$ cat src/hw/spir_pkg.sv
// What this block does
// - eight banks of eight registers share offsets 00h-07h; only selected bank answers
// - banks 0-3 serve uart and ir; banks 4-7 serve ir only
// - bank selector at offset 03h in every bank, same as bank 0 form
// - two dma channels offered; ir uses one, full-duplex uart usually two
// - bank 1 holds legacy divisor low at 00h, high at 01h; rest reserved
// - bank 2 holds baud divisor low at 00h, high at 01h
// - bank 3 offset 00h reads module id bits 7-4, revision bits 3-0
// - bank 6 offset 02h holds sir pulse width, for rates up to 115 kbps
// - bank 7 offsets 00h-02h demod, mod, consumer-ir config, all read-only
// - bank 7 offsets 04h, 06h, 07h are read-write ir interface configs
// - selector bit7=0 bank 0; 10x bank 1; e0h..f4h banks 2-7
//
// Purpose: constants for the second serial port banked register file
// Assumes: 8-bit register port, 3-bit offset
// Notes:   bank 0 registers other than the selector live outside
package spir_pkg;
  localparam logic [2:0] OFF_0 = 3'h0;
  localparam logic [2:0] OFF_1 = 3'h1;
  localparam logic [2:0] OFF_2 = 3'h2;
  localparam logic [2:0] OFF_SEL = 3'h3;
  localparam logic [2:0] OFF_4 = 3'h4;
  localparam logic [2:0] OFF_6 = 3'h6;
  localparam logic [2:0] OFF_7 = 3'h7;
  localparam logic [7:0] SEL_B2 = 8'he0;
  localparam logic [7:0] SEL_B3 = 8'he4;
  localparam logic [7:0] SEL_B4 = 8'he8;
  localparam logic [7:0] SEL_B5 = 8'hec;
  localparam logic [7:0] SEL_B6 = 8'hf0;
  localparam logic [7:0] SEL_B7 = 8'hf4;
  localparam logic [7:0] RST_VAL = 8'h00;
  // writable bit masks per register; the consumer-ir config mask is applied on read
  localparam logic [7:0] MSK_EXT1 = 8'hb9;
  localparam logic [7:0] MSK_EXT2 = 8'hb0;
  localparam logic [7:0] MSK_FLV = 8'h1f;
  localparam logic [7:0] MSK_IRC1 = 8'h0c;
  localparam logic [7:0] MSK_IRC2 = 8'h13;
  localparam logic [7:0] MSK_IRC3 = 8'hc0;
  localparam logic [7:0] MSK_SPW = 8'h0f;
  localparam logic [7:0] MSK_CFG1 = 8'hff;
  localparam logic [7:0] MSK_CFG3 = 8'h77;
  localparam logic [7:0] MSK_CFG4 = 8'hb8;
  localparam logic [7:0] MSK_CONSUMER_IR_CONFIG = 8'hf7;
  localparam int MID_POS = 4;
  localparam int NUM_BANKS = 8;
endpackage

$ cat src/hw/spir_bus_if.sv
`timescale 1ns/10ps
// Purpose: internal register access bundle
// Assumes: one clock
// Notes:   decoded strobes for the register modules
interface spir_bus_if;
  logic [2:0] bank;
  logic [2:0] off;
  logic [7:0] wdata;
  logic       wr;
  modport ctl (output bank, output off, output wdata, output wr);
  modport reg_side (input bank, input off, input wdata, input wr);
endinterface

$ cat src/hw/spir_bank_dec.sv
`timescale 1ns/10ps
// Purpose: bank selector decode
// Assumes: selector value held by caller
// Notes:   unlisted 11xxxxxx codes fall to bank 1
module spir_bank_dec
  import spir_pkg::*;
(
  input  wire logic [7:0] i_sel,
  output logic      [2:0] o_bank
);
  assign o_bank = !i_sel[7]          ? 3'h0 :
                  !i_sel[6]          ? 3'h1 :
                  (i_sel == SEL_B2)  ? 3'h2 :
                  (i_sel == SEL_B3)  ? 3'h3 :
                  (i_sel == SEL_B4)  ? 3'h4 :
                  (i_sel == SEL_B5)  ? 3'h5 :
                  (i_sel == SEL_B6)  ? 3'h6 :
                  (i_sel == SEL_B7)  ? 3'h7 : 3'h1;
endmodule

$ cat src/hw/spir_reg8.sv
`timescale 1ns/10ps
// Purpose: one masked 8-bit register at a bank/offset
// Assumes: synchronous reset
// Notes:   unmasked bits stay zero
module spir_reg8
  import spir_pkg::*;
#(
  parameter logic [2:0] BANK = 3'h0,
  parameter logic [2:0] OFF  = 3'h0,
  parameter logic [7:0] MASK = 8'hff
) (
  input  wire logic       i_clk_sys,
  input  wire logic       i_rst,
  spir_bus_if.reg_side    bus,
  output logic      [7:0] o_q
);
  logic [7:0] q_r;
  wire        hit = bus.wr && (bus.bank == BANK) && (bus.off == OFF);
  always_ff @(posedge i_clk_sys) begin
    if (i_rst) q_r <= RST_VAL;
    else if (hit) q_r <= bus.wdata & MASK;
  end
  assign o_q = q_r;
endmodule

$ cat src/hw/spir_regs.sv
`timescale 1ns/10ps
// Purpose: second serial port banked register file, banks 1-7 and selector
// Assumes: host port, read data one cycle after read strobe
// Notes:   bank 0 data registers answer elsewhere; read-only ones come from ports, except the id byte from parameters and the bank 3 selector shadow
module spir_regs
  import spir_pkg::*;
#(
  parameter logic [3:0] MODULE_ID   = 4'h1, // arbitrary value
  parameter logic [3:0] REVISION_ID = 4'h1  // arbitrary value
) (
  input  wire logic       i_clk_sys,
  input  wire logic       i_rst,
  input  wire logic [2:0] i_addr,
  input  wire logic [7:0] i_wdata,
  input  wire logic       i_wr,
  input  wire logic       i_rd,
  output logic      [7:0] o_rdata,
  output logic            o_bank0_sel,
  input  wire logic [7:0] i_fifo_control_shadow,
  input  wire logic [7:0] i_ir_rx_demod_control,
  input  wire logic [7:0] i_ir_tx_mod_control,
  input  wire logic [7:0] i_consumer_ir_config,
  output logic      [7:0] o_line_control,
  output logic     [15:0] o_legacy_baud_divisor,
  output logic     [15:0] o_baud_divisor,
  output logic      [7:0] o_extended_control_1,
  output logic      [7:0] o_extended_control_2,
  output logic      [7:0] o_tx_fifo_level,
  output logic      [7:0] o_rx_fifo_level,
  output logic      [7:0] o_ir_control_1,
  output logic      [7:0] o_ir_control_2,
  output logic      [7:0] o_ir_control_3,
  output logic      [7:0] o_sir_pulse_width,
  output logic      [7:0] o_ir_interface_config_1,
  output logic      [7:0] o_ir_interface_config_3,
  output logic      [7:0] o_ir_interface_config_4,
  output logic      [2:0] o_active_bank,
  output logic            o_ir_only_bank
);
  spir_bus_if bus ();
  logic [7:0] bank_selector_r;
  logic [7:0] rdata_r;
  logic [7:0] rd_nxt;
  logic [2:0] bank;
  wire        sel_hit = i_wr && (i_addr == OFF_SEL);

  spir_bank_dec u_dec (
    .i_sel  (bank_selector_r),
    .o_bank (bank)
  );

  assign bus.bank  = bank;
  assign bus.off   = i_addr;
  assign bus.wdata = i_wdata;
  assign bus.wr    = i_wr && (i_addr != OFF_SEL);

  always_ff @(posedge i_clk_sys) begin
    if (i_rst) begin
      bank_selector_r <= RST_VAL;
    end else if (sel_hit) begin
      bank_selector_r <= i_wdata;
    end
  end

  spir_reg8 #(
    .BANK (3'h1),
    .OFF  (OFF_0),
    .MASK (8'hff)
  ) u_lbl (
    .i_clk_sys (i_clk_sys),
    .i_rst     (i_rst),
    .bus       (bus),
    .o_q       (o_legacy_baud_divisor[7:0])
  );

  spir_reg8 #(
    .BANK (3'h1),
    .OFF  (OFF_1),
    .MASK (8'hff)
  ) u_lbh (
    .i_clk_sys (i_clk_sys),
    .i_rst     (i_rst),
    .bus       (bus),
    .o_q       (o_legacy_baud_divisor[15:8])
  );

  spir_reg8 #(
    .BANK (3'h2),
    .OFF  (OFF_0),
    .MASK (8'hff)
  ) u_bl (
    .i_clk_sys (i_clk_sys),
    .i_rst     (i_rst),
    .bus       (bus),
    .o_q       (o_baud_divisor[7:0])
  );

  spir_reg8 #(
    .BANK (3'h2),
    .OFF  (OFF_1),
    .MASK (8'hff)
  ) u_bh (
    .i_clk_sys (i_clk_sys),
    .i_rst     (i_rst),
    .bus       (bus),
    .o_q       (o_baud_divisor[15:8])
  );

  spir_reg8 #(
    .BANK (3'h2),
    .OFF  (OFF_2),
    .MASK (MSK_EXT1)
  ) u_x1 (
    .i_clk_sys (i_clk_sys),
    .i_rst     (i_rst),
    .bus       (bus),
    .o_q       (o_extended_control_1)
  );

  spir_reg8 #(
    .BANK (3'h2),
    .OFF  (OFF_4),
    .MASK (MSK_EXT2)
  ) u_x2 (
    .i_clk_sys (i_clk_sys),
    .i_rst     (i_rst),
    .bus       (bus),
    .o_q       (o_extended_control_2)
  );

  spir_reg8 #(
    .BANK (3'h2),
    .OFF  (OFF_6),
    .MASK (MSK_FLV)
  ) u_tfl (
    .i_clk_sys (i_clk_sys),
    .i_rst     (i_rst),
    .bus       (bus),
    .o_q       (o_tx_fifo_level)
  );

  spir_reg8 #(
    .BANK (3'h2),
    .OFF  (OFF_7),
    .MASK (MSK_FLV)
  ) u_rfl (
    .i_clk_sys (i_clk_sys),
    .i_rst     (i_rst),
    .bus       (bus),
    .o_q       (o_rx_fifo_level)
  );

  spir_reg8 #(
    .BANK (3'h4),
    .OFF  (OFF_2),
    .MASK (MSK_IRC1)
  ) u_ic1 (
    .i_clk_sys (i_clk_sys),
    .i_rst     (i_rst),
    .bus       (bus),
    .o_q       (o_ir_control_1)
  );

  spir_reg8 #(
    .BANK (3'h5),
    .OFF  (OFF_4),
    .MASK (MSK_IRC2)
  ) u_ic2 (
    .i_clk_sys (i_clk_sys),
    .i_rst     (i_rst),
    .bus       (bus),
    .o_q       (o_ir_control_2)
  );

  spir_reg8 #(
    .BANK (3'h6),
    .OFF  (OFF_0),
    .MASK (MSK_IRC3)
  ) u_ic3 (
    .i_clk_sys (i_clk_sys),
    .i_rst     (i_rst),
    .bus       (bus),
    .o_q       (o_ir_control_3)
  );

  spir_reg8 #(
    .BANK (3'h6),
    .OFF  (OFF_2),
    .MASK (MSK_SPW)
  ) u_spw (
    .i_clk_sys (i_clk_sys),
    .i_rst     (i_rst),
    .bus       (bus),
    .o_q       (o_sir_pulse_width)
  );

  spir_reg8 #(
    .BANK (3'h7),
    .OFF  (OFF_4),
    .MASK (MSK_CFG1)
  ) u_cf1 (
    .i_clk_sys (i_clk_sys),
    .i_rst     (i_rst),
    .bus       (bus),
    .o_q       (o_ir_interface_config_1)
  );

  spir_reg8 #(
    .BANK (3'h7),
    .OFF  (OFF_6),
    .MASK (MSK_CFG3)
  ) u_cf3 (
    .i_clk_sys (i_clk_sys),
    .i_rst     (i_rst),
    .bus       (bus),
    .o_q       (o_ir_interface_config_3)
  );

  spir_reg8 #(
    .BANK (3'h7),
    .OFF  (OFF_7),
    .MASK (MSK_CFG4)
  ) u_cf4 (
    .i_clk_sys (i_clk_sys),
    .i_rst     (i_rst),
    .bus       (bus),
    .o_q       (o_ir_interface_config_4)
  );

  // read mux; bank 0 reads zero except the selector
  always_comb begin
    rd_nxt = RST_VAL;
    if (i_addr == OFF_SEL) begin
      rd_nxt = bank_selector_r;
    end else begin
      unique case (bank)
        3'h1: begin
          case (i_addr)
            OFF_0:   rd_nxt = o_legacy_baud_divisor[7:0];
            OFF_1:   rd_nxt = o_legacy_baud_divisor[15:8];
            default: rd_nxt = RST_VAL;
          endcase
        end

        3'h2: begin
          case (i_addr)
            OFF_0:   rd_nxt = o_baud_divisor[7:0];
            OFF_1:   rd_nxt = o_baud_divisor[15:8];
            OFF_2:   rd_nxt = o_extended_control_1;
            OFF_4:   rd_nxt = o_extended_control_2;
            OFF_6:   rd_nxt = o_tx_fifo_level;
            OFF_7:   rd_nxt = o_rx_fifo_level;
            default: rd_nxt = RST_VAL;
          endcase
        end

        3'h3: begin
          case (i_addr)
            OFF_0:   rd_nxt = {MODULE_ID, REVISION_ID};
            OFF_1:   rd_nxt = bank_selector_r;
            OFF_2:   rd_nxt = i_fifo_control_shadow & ~8'h08;
            default: rd_nxt = RST_VAL;
          endcase
        end

        3'h4: begin
          case (i_addr)
            OFF_2:   rd_nxt = o_ir_control_1;
            default: rd_nxt = RST_VAL;
          endcase
        end

        3'h5: begin
          case (i_addr)
            OFF_4:   rd_nxt = o_ir_control_2;
            default: rd_nxt = RST_VAL;
          endcase
        end

        3'h6: begin
          case (i_addr)
            OFF_0:   rd_nxt = o_ir_control_3;
            OFF_2:   rd_nxt = o_sir_pulse_width;
            default: rd_nxt = RST_VAL;
          endcase
        end

        3'h7: begin
          case (i_addr)
            OFF_0:   rd_nxt = i_ir_rx_demod_control;
            OFF_1:   rd_nxt = i_ir_tx_mod_control;
            OFF_2:   rd_nxt = i_consumer_ir_config & MSK_CONSUMER_IR_CONFIG;
            OFF_4:   rd_nxt = o_ir_interface_config_1;
            OFF_6:   rd_nxt = o_ir_interface_config_3;
            OFF_7:   rd_nxt = o_ir_interface_config_4;
            default: rd_nxt = RST_VAL;
          endcase
        end
        default: rd_nxt = RST_VAL;
      endcase
    end
  end

  // zero outside the answer cycle keeps a stale byte off the host bus
  always_ff @(posedge i_clk_sys) begin
    if (i_rst) begin
      rdata_r <= RST_VAL;
    end else if (i_rd) begin
      rdata_r <= rd_nxt;
    end else begin
      rdata_r <= RST_VAL;
    end
  end

  // dma channel use lives in the datapath; line control mirrors selector
  assign o_rdata        = rdata_r;
  assign o_line_control = bank_selector_r;
  assign o_active_bank  = bank;
  assign o_bank0_sel    = (bank == 3'h0);
  assign o_ir_only_bank = bank[2];
endmodule

$ cat config.mk
export PLATFORM = sky130hd
export DESIGN_NAME = spir_regs
export DESIGN_NICKNAME = d
export VERILOG_FILES = /design/src/hw/spir_pkg.sv /design/src/hw/spir_bus_if.sv /design/src/hw/spir_bank_dec.sv /design/src/hw/spir_reg8.sv /design/src/hw/spir_regs.sv
export SDC_FILE = /design/constraint.sdc
export NUM_CORES = 1
export LEC_CHECK = 0
export BUFFER_PORTS_ARGS = -buffer_cell sky130_fd_sc_hd__buf_2
export CORE_MARGIN = 2
export CORE_UTILIZATION = 50
export CTS_BUF_LIST = sky130_fd_sc_hd__clkbuf_4 sky130_fd_sc_hd__clkbuf_8 sky130_fd_sc_hd__clkbuf_16
export DETAILED_ROUTE_END_ITERATION = 8
export HOLD_SLACK_MARGIN = 0.06
export PLACE_DENSITY = 0.93
export RECOVER_POWER = 50
export SLEW_MARGIN = 20
export SYNTH_ARGS = -nofsm -noshare
export SYNTH_HDL_FRONTEND = slang
export SYNTH_SLANG_ARGS = --single-unit
export TNS_END_PERCENT = 30
$ cat constraint.sdc
create_clock -name i_clk_sys -period 2 [get_ports i_clk_sys]
set_input_delay 0.1 -clock i_clk_sys [delete_from_list [all_inputs] [get_ports i_clk_sys]]
set_output_delay 0.1 -clock i_clk_sys [all_outputs]
set_load 0.005 [all_outputs]
==> flow_metrics.tcl, run 1 <==
set metrics [dict create \
    cts_tree "yes" \
    layout-drive-gt1-share 0.240 \
    die_h_um 104 \
    slew_violations 0 \
    static-leakage-power_nw 2.66 \
    timing_hold_violations_final 0 \
    synth_cell_type_count 51 \
    vias_per_cell 5.74 \
    dp.cells 860 \
    seqCellArea_um2 1900 \
    cp.arrival_ns 2.22 \
    fin_crit_sh 0.969 \
    track_usage 0.286 \
    core_area_um2 9770 \
    endpoint_kind "flip-flop" \
    critPathRequiredTime_ns 2.28 \
    avgSynthCellArea_um2 8.57 \
    root_buffer "clkbuf_8" \
    layout.cells.non_filler 876 \
    post_cts_buffers 0 \
    diodes 0 \
    multi_input_comb_area_um2 2750 \
    nets 785 \
    worst_slew_pin_slew_ns 0.673 \
    syn_area_um2 5020 \
    cts_max_level 3 \
    dp_hpwl_um 12000 \
    port_buffers 144 \
    design_area_um2 6060 \
    dieArea_um2 10900 \
    setup_viol 0 \
    min_period_ns 1.94 \
    area_delta_synth_final_pct 20.7 \
    grt_pass1_wl_um 24300 \
    crit_path_start_kind "flip-flop" \
    ys_ff_latch 95 \
    dr.pass1.iters 5 \
    drc 0 \
    fillerInstances 881 \
    clk_path_buf_depth 2 \
    start_util 0.514 \
    hp-class "in2reg" \
    placed_area_um2 5950 \
    clock-sinks 95 \
    antenna_found_initial 0 \
    synth_cells 586 \
    vdd_drop_max_mv 0.284 \
    num_rows 36 \
    grt_max_degree 88 \
    grt_pass1_vias 4585 \
    ys_seq_area_frac 0.379 \
    max_freq_ghz 0.516 \
    yosys_warnings 0 \
    wl_per_cell_um 18.4 \
    ios 188 \
    cts_buffers 9 \
    grt_overflow 0 \
    ys.flop_type "dfxtp_1" \
    slew_headroom 0.551 \
    drv_cap 0 \
    num_vias 5025 \
    synth_edf_count 0 \
    status "finished, final reports clean" \
    mostFrequentLayoutCells "dfxtp_1 (95), buf_2 (91), mux2i_1 (72)" \
    place_congestion 1.04 \
    antenna_left 0 \
    crit_type "reg2reg" \
    power_density_nw_per_um2 565 \
    clk_pin_slew_worst_paths_ns 0.09 \
    async_reset_ff_frac 0 \
    dieWidth_um 104 \
    rsz0062_at_grt "false" \
    critPathMaxFanout 6 \
    drt_iter0_drc 321 \
    wirelength_um 16100 \
    layout_commonest_cell "dfxtp_1" \
    setup_tns_ns 0 \
    clock_skew_ns 0.00691 \
    clkLatencyLatePin_ns 0.37 \
]
==> area by class of cell <==
type,count,area share
Inverter,4,0.00248
Clock inverter,5,0.00557
Tap cell,133,0.0275
Clock buffer,11,0.0229
Timing Repair Buffer,189,0.175
Multi-Input combinational cell,439,0.453
Sequential cell,95,0.314
==> cell usage after synthesis, types with 2 or more instances <==
| master | number | area [um2] |
|---|---|---|
| nand4_1 | 5 | 31.3 |
| and2_1 | 5 | 31.3 |
| and3b_1 | 2 | 17.5 |
| mux4_2 | 2 | 45.0 |
| buf_4 | 44 | 330 |
| mux2_2 | 10 | 113 |
| buf_1 | 2 | 7.51 |
| nand2_1 | 56 | 210 |
| a211oi_1 | 2 | 15.0 |
| nor2_1 | 69 | 259 |
| buf_6 | 2 | 22.5 |
| and3_1 | 10 | 62.6 |
| a221oi_1 | 5 | 43.8 |
| nand2b_1 | 3 | 18.8 |
| buf_2 | 12 | 60.1 |
| dfxtp_1 | 95 | 1900 |
| nand3_1 | 38 | 190 |
| a31oi_1 | 7 | 43.8 |
| inv_1 | 3 | 11.3 |
| o21ai_0 | 17 | 85.1 |
| nor3_2 | 2 | 20.0 |
| a21o_1 | 3 | 22.5 |
| nor3_4 | 2 | 32.5 |
| nor3_1 | 2 | 10.0 |
| clkbuf_1 | 28 | 105 |
| a22oi_1 | 6 | 45.0 |
| o211ai_1 | 4 | 30.0 |
| a21oi_1 | 43 | 215 |
| o22ai_1 | 3 | 18.8 |
| nor2b_1 | 4 | 25.0 |
| mux2i_1 | 72 | 721 |
| a32oi_1 | 6 | 52.6 |
| a221o_1 | 4 | 40.0 |
==> critical path: stages (launching register included) <==
cell and delay (ns):
dfxtp_1 0.38, or4_1 0.65, nor2_1 0.25, and2_1 0.24
a211oi_1 0.12, a31oi_1 0.20
==> state kept, by name, indices dropped and copies added, names as in the netlist, 3 cells and up <==
signal          cells
u_bh.o_q            8
u_lbl.o_q           8
u_ic2.o_q           3
u_lbh.o_q           8
u_x2.o_q            3
u_rfl.o_q           5
u_cf4.o_q           4
o_line_control      8
u_spw.o_q           4
u_cf1.o_q           8
u_cf3.o_q           6
u_tfl.o_q           5
u_x1.o_q            5
o_rdata             8
u_bl.o_q            8
==> layer usage <==
layer,global-route usage,wire length (um)
met3,0.0508,1570
met1,0.371,6380
met5,0,0
met4,0.120,581
met2,0.469,7620
==> power breakdown <==
part           total [W]  internal (W)  switching [W]
Sequential       0.00190       0.00189     0.00000614
Combinational   0.000353      0.000116       0.000237
Clock            0.00118      0.000481       0.000695
Total            0.00343       0.00249       0.000938
==> metrics by stage <==
| step | worst slack (ns) | hold slack, ns | power [W] | utilization |
|---|---|---|---|---|
| after detailed placement | 0.101 | 0.459 | 0.00228 | 0.608 |
| after global routing | 0.00725 | 0.108 | 0.00353 | 0.620 |
| after global placement | 0.119 | 0.457 | 0.00228 | 0.608 |
| after CTS | 0.0581 | 0.0750 | 0.00342 | 0.626 |
| final | 0.0612 | 0.0890 | 0.00343 | 0.620 |
| after floorplan | 0.133 | 0.247 | 0.00220 | - |
==> what timing repair did <==
action / in CTS / in global routing
endpoints found under the setup margin: 0 / 10
gates resized for setup: 0 / 5
hold buffers: 0 / 0
==> worst paths after layout <==
check	from	slack, ns	to	cells past startpoint
worst max register to register	o_line_control[0]$_SDFFE_PP0P_	0.06	o_rdata[6]$_SDFF_PP0_	5
worst min-delay path	i_wdata[6]	0.09	o_line_control[6]$_SDFFE_PP0P_	3
worst min register to register	u_bl.o_q[3]$_SDFFE_PP0P_	0.48	u_bl.o_q[3]$_SDFFE_PP0P_	2
worst max-delay path	o_line_control[0]$_SDFFE_PP0P_	0.06	o_rdata[6]$_SDFF_PP0_	5
==> kinds of logic after synthesis <==
group           count (synthesis)  share of synthesized area
buf+inv                        92                      0.108
mux                            84                      0.175
flops                          95                      0.379
compound gates                105                      0.137
simple gates                  207                      0.198
other cells                     1                   0.000747
xor+xnor                        2                    0.00349
Power figures use the tool's default switching activity.
==> run 2: changes to the inputs <==
- REMOVE_ABC_BUFFERS: not set -> 1
==> run 2 against run 1 <==
Die area unchanged; combinational power about the same; clock-buffer cell count up 1; worst hold slack better by 0.0097 ns; design area up 0.50%; critical path depth unchanged; first-iteration DRC count up 52%; clock skew up 0.0020 ns; sequential share of layout area down 0.052 points; critical path type unchanged; largest cell class unchanged; largest power group unchanged.
==> flow_metrics.tcl, run 2 (same netlist as run 1, synthesis figures left out) <==
set metrics [dict create \
    grt_overflow 0 \
    start_util 0.514 \
    drv_cap 0 \
    place_congestion 0.995 \
    dp_hpwl_um 12000 \
    p_int_w 0.00282 \
    fin_crit_sh 0.967 \
    layout_commonest_cell "buf_2" \
    final.setup.worst_slack_ns 0.0655 \
    num_vias 5121 \
    clk_path_buf_depth 2 \
    track_usage 0.293 \
    vias_per_cell 5.85 \
    ios 188 \
    clock-sinks 95 \
    seqCellArea_um2 1910 \
    drt_iter0_drc 487 \
    grt_pass1_wl_um 24900 \
    critPathMaxFanout 6 \
    pwr-share-clk 0.398 \
    nets 785 \
    wirelength_um 16200 \
    crit_type "reg2reg" \
    grt_pass1_vias 4602 \
    drc 0 \
    crit_path_start_kind "flip-flop" \
    wl_per_cell_um 18.5 \
    setup_viol 0 \
    cp_num_buf_inv 0 \
    dr.pass1.iters 5 \
    status "finished, final reports clean" \
    port_buffers 144 \
    dp.cells 859 \
    layout-drive-gt1-share 0.248 \
    layout.cells.non_filler 876 \
    max_stage_delay_ns 0.64 \
    p_sw_w 0.000920 \
    num_rows 36 \
    seqPwrFrac 0.509 \
    cp_slowest_cell "or4_1" \
    design_area_um2 6090 \
    clock_skew_ns 0.00889 \
    power_density_nw_per_um2 614 \
    placed_area_um2 5890 \
    dieArea_um2 10900 \
    reg2reg_depth 5 \
    slew_violations 0 \
    holdWs_ns 0.0987 \
    reg2reg_from "o_line_control[0]$_SDFFE_PP0P_" \
    hold_end "u_ic3.o_q[6]$_SDFFE_PP0P_" \
    hp-class "in2reg" \
    preCtsSetupSlack_ns 0.102 \
    r2r_end "o_rdata[0]$_SDFF_PP0_" \
    dieWidth_um 104 \
    critPathRequiredTime_ns 2.29 \
    endpoint_kind "flip-flop" \
    path_delay_family "simple AND/OR/NAND/NOR gates" \
    rsz0062_at_grt "false" \
    core_area_um2 9770 \
    antenna_found_initial 0 \
    cts_tree "yes" \
    root_buffer "clkbuf_8" \
    min_period_ns 1.93 \
    clkLatencyLatePin_ns 0.37 \
    pwr-share-comb 0.094 \
    static-leakage-power_nw 2.69 \
    switching_share 0.246 \
    antenna_left 0 \
    timing_hold_violations_final 0 \
    hold_depth 3 \
    max_freq_ghz 0.517 \
    cts_max_level 3 \
    grt_max_degree 31 \
    vdd_drop_max_mv 0.339 \
    multi_input_comb_area_um2 2740 \
    cts_buffers 9 \
    crit_chain "or4_1, nor2_1, a32oi_1, and4_1, a31oi_1" \
    area_delta_synth_final_pct 21.3 \
    mostFrequentLayoutCells "buf_2 (93), dfxtp_1 (90), mux2i_1 (72)" \
    die_h_um 104 \
    cp.arrival_ns 2.22 \
    clk_pin_slew_worst_paths_ns 0.09 \
    fillerInstances 872 \
    r2r_setup_slack_ns 0.07 \
    diodes 0 \
    hp-start "i_wdata[6]" \
]
[run 2: changes by cell type in the layout (fill, tap and decap cells not counted), sizes merged]
| cell | previous run | this run |
|---|---|---|
| clkbuf | 65 | 63 |
| clkinvlp | 2 | 1 |
| dlygate4sd3 | 0 | 1 |
| inv | 4 | 3 |
| clkinv | 3 | 2 |
| buf | 135 | 137 |
| bufinv | 0 | 2 |
[run 2: worst register-to-register path: stages, from the launching register on]
cell and delay (ns):
dfxtp_2 0.36, or4_1 0.64, nor2_1 0.27, a32oi_1 0.16
and4_1 0.26, a31oi_1 0.17
[run 2: cell type report]
| cell class | count | share of cell area |
|---|---|---|
| sequential | 95 | 0.313 |
| multi-input combinational | 439 | 0.450 |
| clock inverter | 4 | 0.0125 |
| timing repair buffer | 189 | 0.168 |
| inverter | 4 | 0.00246 |
| clock buffer | 12 | 0.0271 |
| tap | 133 | 0.0273 |
[run 2: power groups by stage]
| stage | registers, W | clock network, W | logic, W |
|---|---|---|---|
| floorplan | 0.00194 | 0 | 0.000111 |
| global placement | 0.00194 | 0 | 0.000328 |
| detailed placement | 0.00194 | 0 | 0.000333 |
| CTS | 0.00190 | 0.00150 | 0.000338 |
| global route | 0.00190 | 0.00158 | 0.000370 |
| finish | 0.00190 | 0.00149 | 0.000351 |
[run 2: repair_timing]
| item | CTS | global route |
|---|---|---|
| endpoints found under the setup margin | 0 | 21 |
| gates resized for setup | 0 | 8 |
| buffers inserted | 0 | 0 |
| hold buffers | 1 | 0 |
| endpoints found under the hold margin | 1 | 0 |
[run 2: per-stage QoR]
stage / TNS [ns] / utilization / total power (W)
floorplan: -0.833 / - / 0.00206
global route: 0 / 0.623 / 0.00385
CTS: 0 / 0.628 / 0.00373
global placement: 0 / 0.603 / 0.00227
finish: 0 / 0.623 / 0.00374
detailed placement: 0 / 0.603 / 0.00228
[run 2: how the worst max path moves through the flow]
stage | from | endpoint | slack, ns | depth (start not counted)
floorplan | o_line_control[0]$_SDFFE_PP0P_ | u_bh.o_q[0]$_SDFFE_PP0P_ | -0.10 | 5
global placement | o_line_control[2]$_SDFFE_PP0P_ | o_rdata[7]$_SDFF_PP0_ | 0.14 | 7
detailed placement | o_line_control[1]$_SDFFE_PP0P_ | u_lbh.o_q[4]$_SDFFE_PP0P_ | 0.10 | 8
CTS | o_line_control[2]$_SDFFE_PP0P_ | u_cf1.o_q[1]$_SDFFE_PP0P_ | 0.05 | 7
global route | o_line_control[4]$_SDFFE_PP0P_ | o_rdata[2]$_SDFF_PP0_ | 0.01 | 5
finish | o_line_control[0]$_SDFFE_PP0P_ | o_rdata[0]$_SDFF_PP0_ | 0.07 | 5
[run 2: layer usage]
layer	part of all wire	wire length, um	vias to the layer above	track usage
li1	-	-	2301	-
met5	0	0	-	0
met3	0.11	1840	52	0.0677
met4	0.036	589	0	0.131
met2	0.47	7570	379	0.465
met1	0.38	6220	2389	0.381
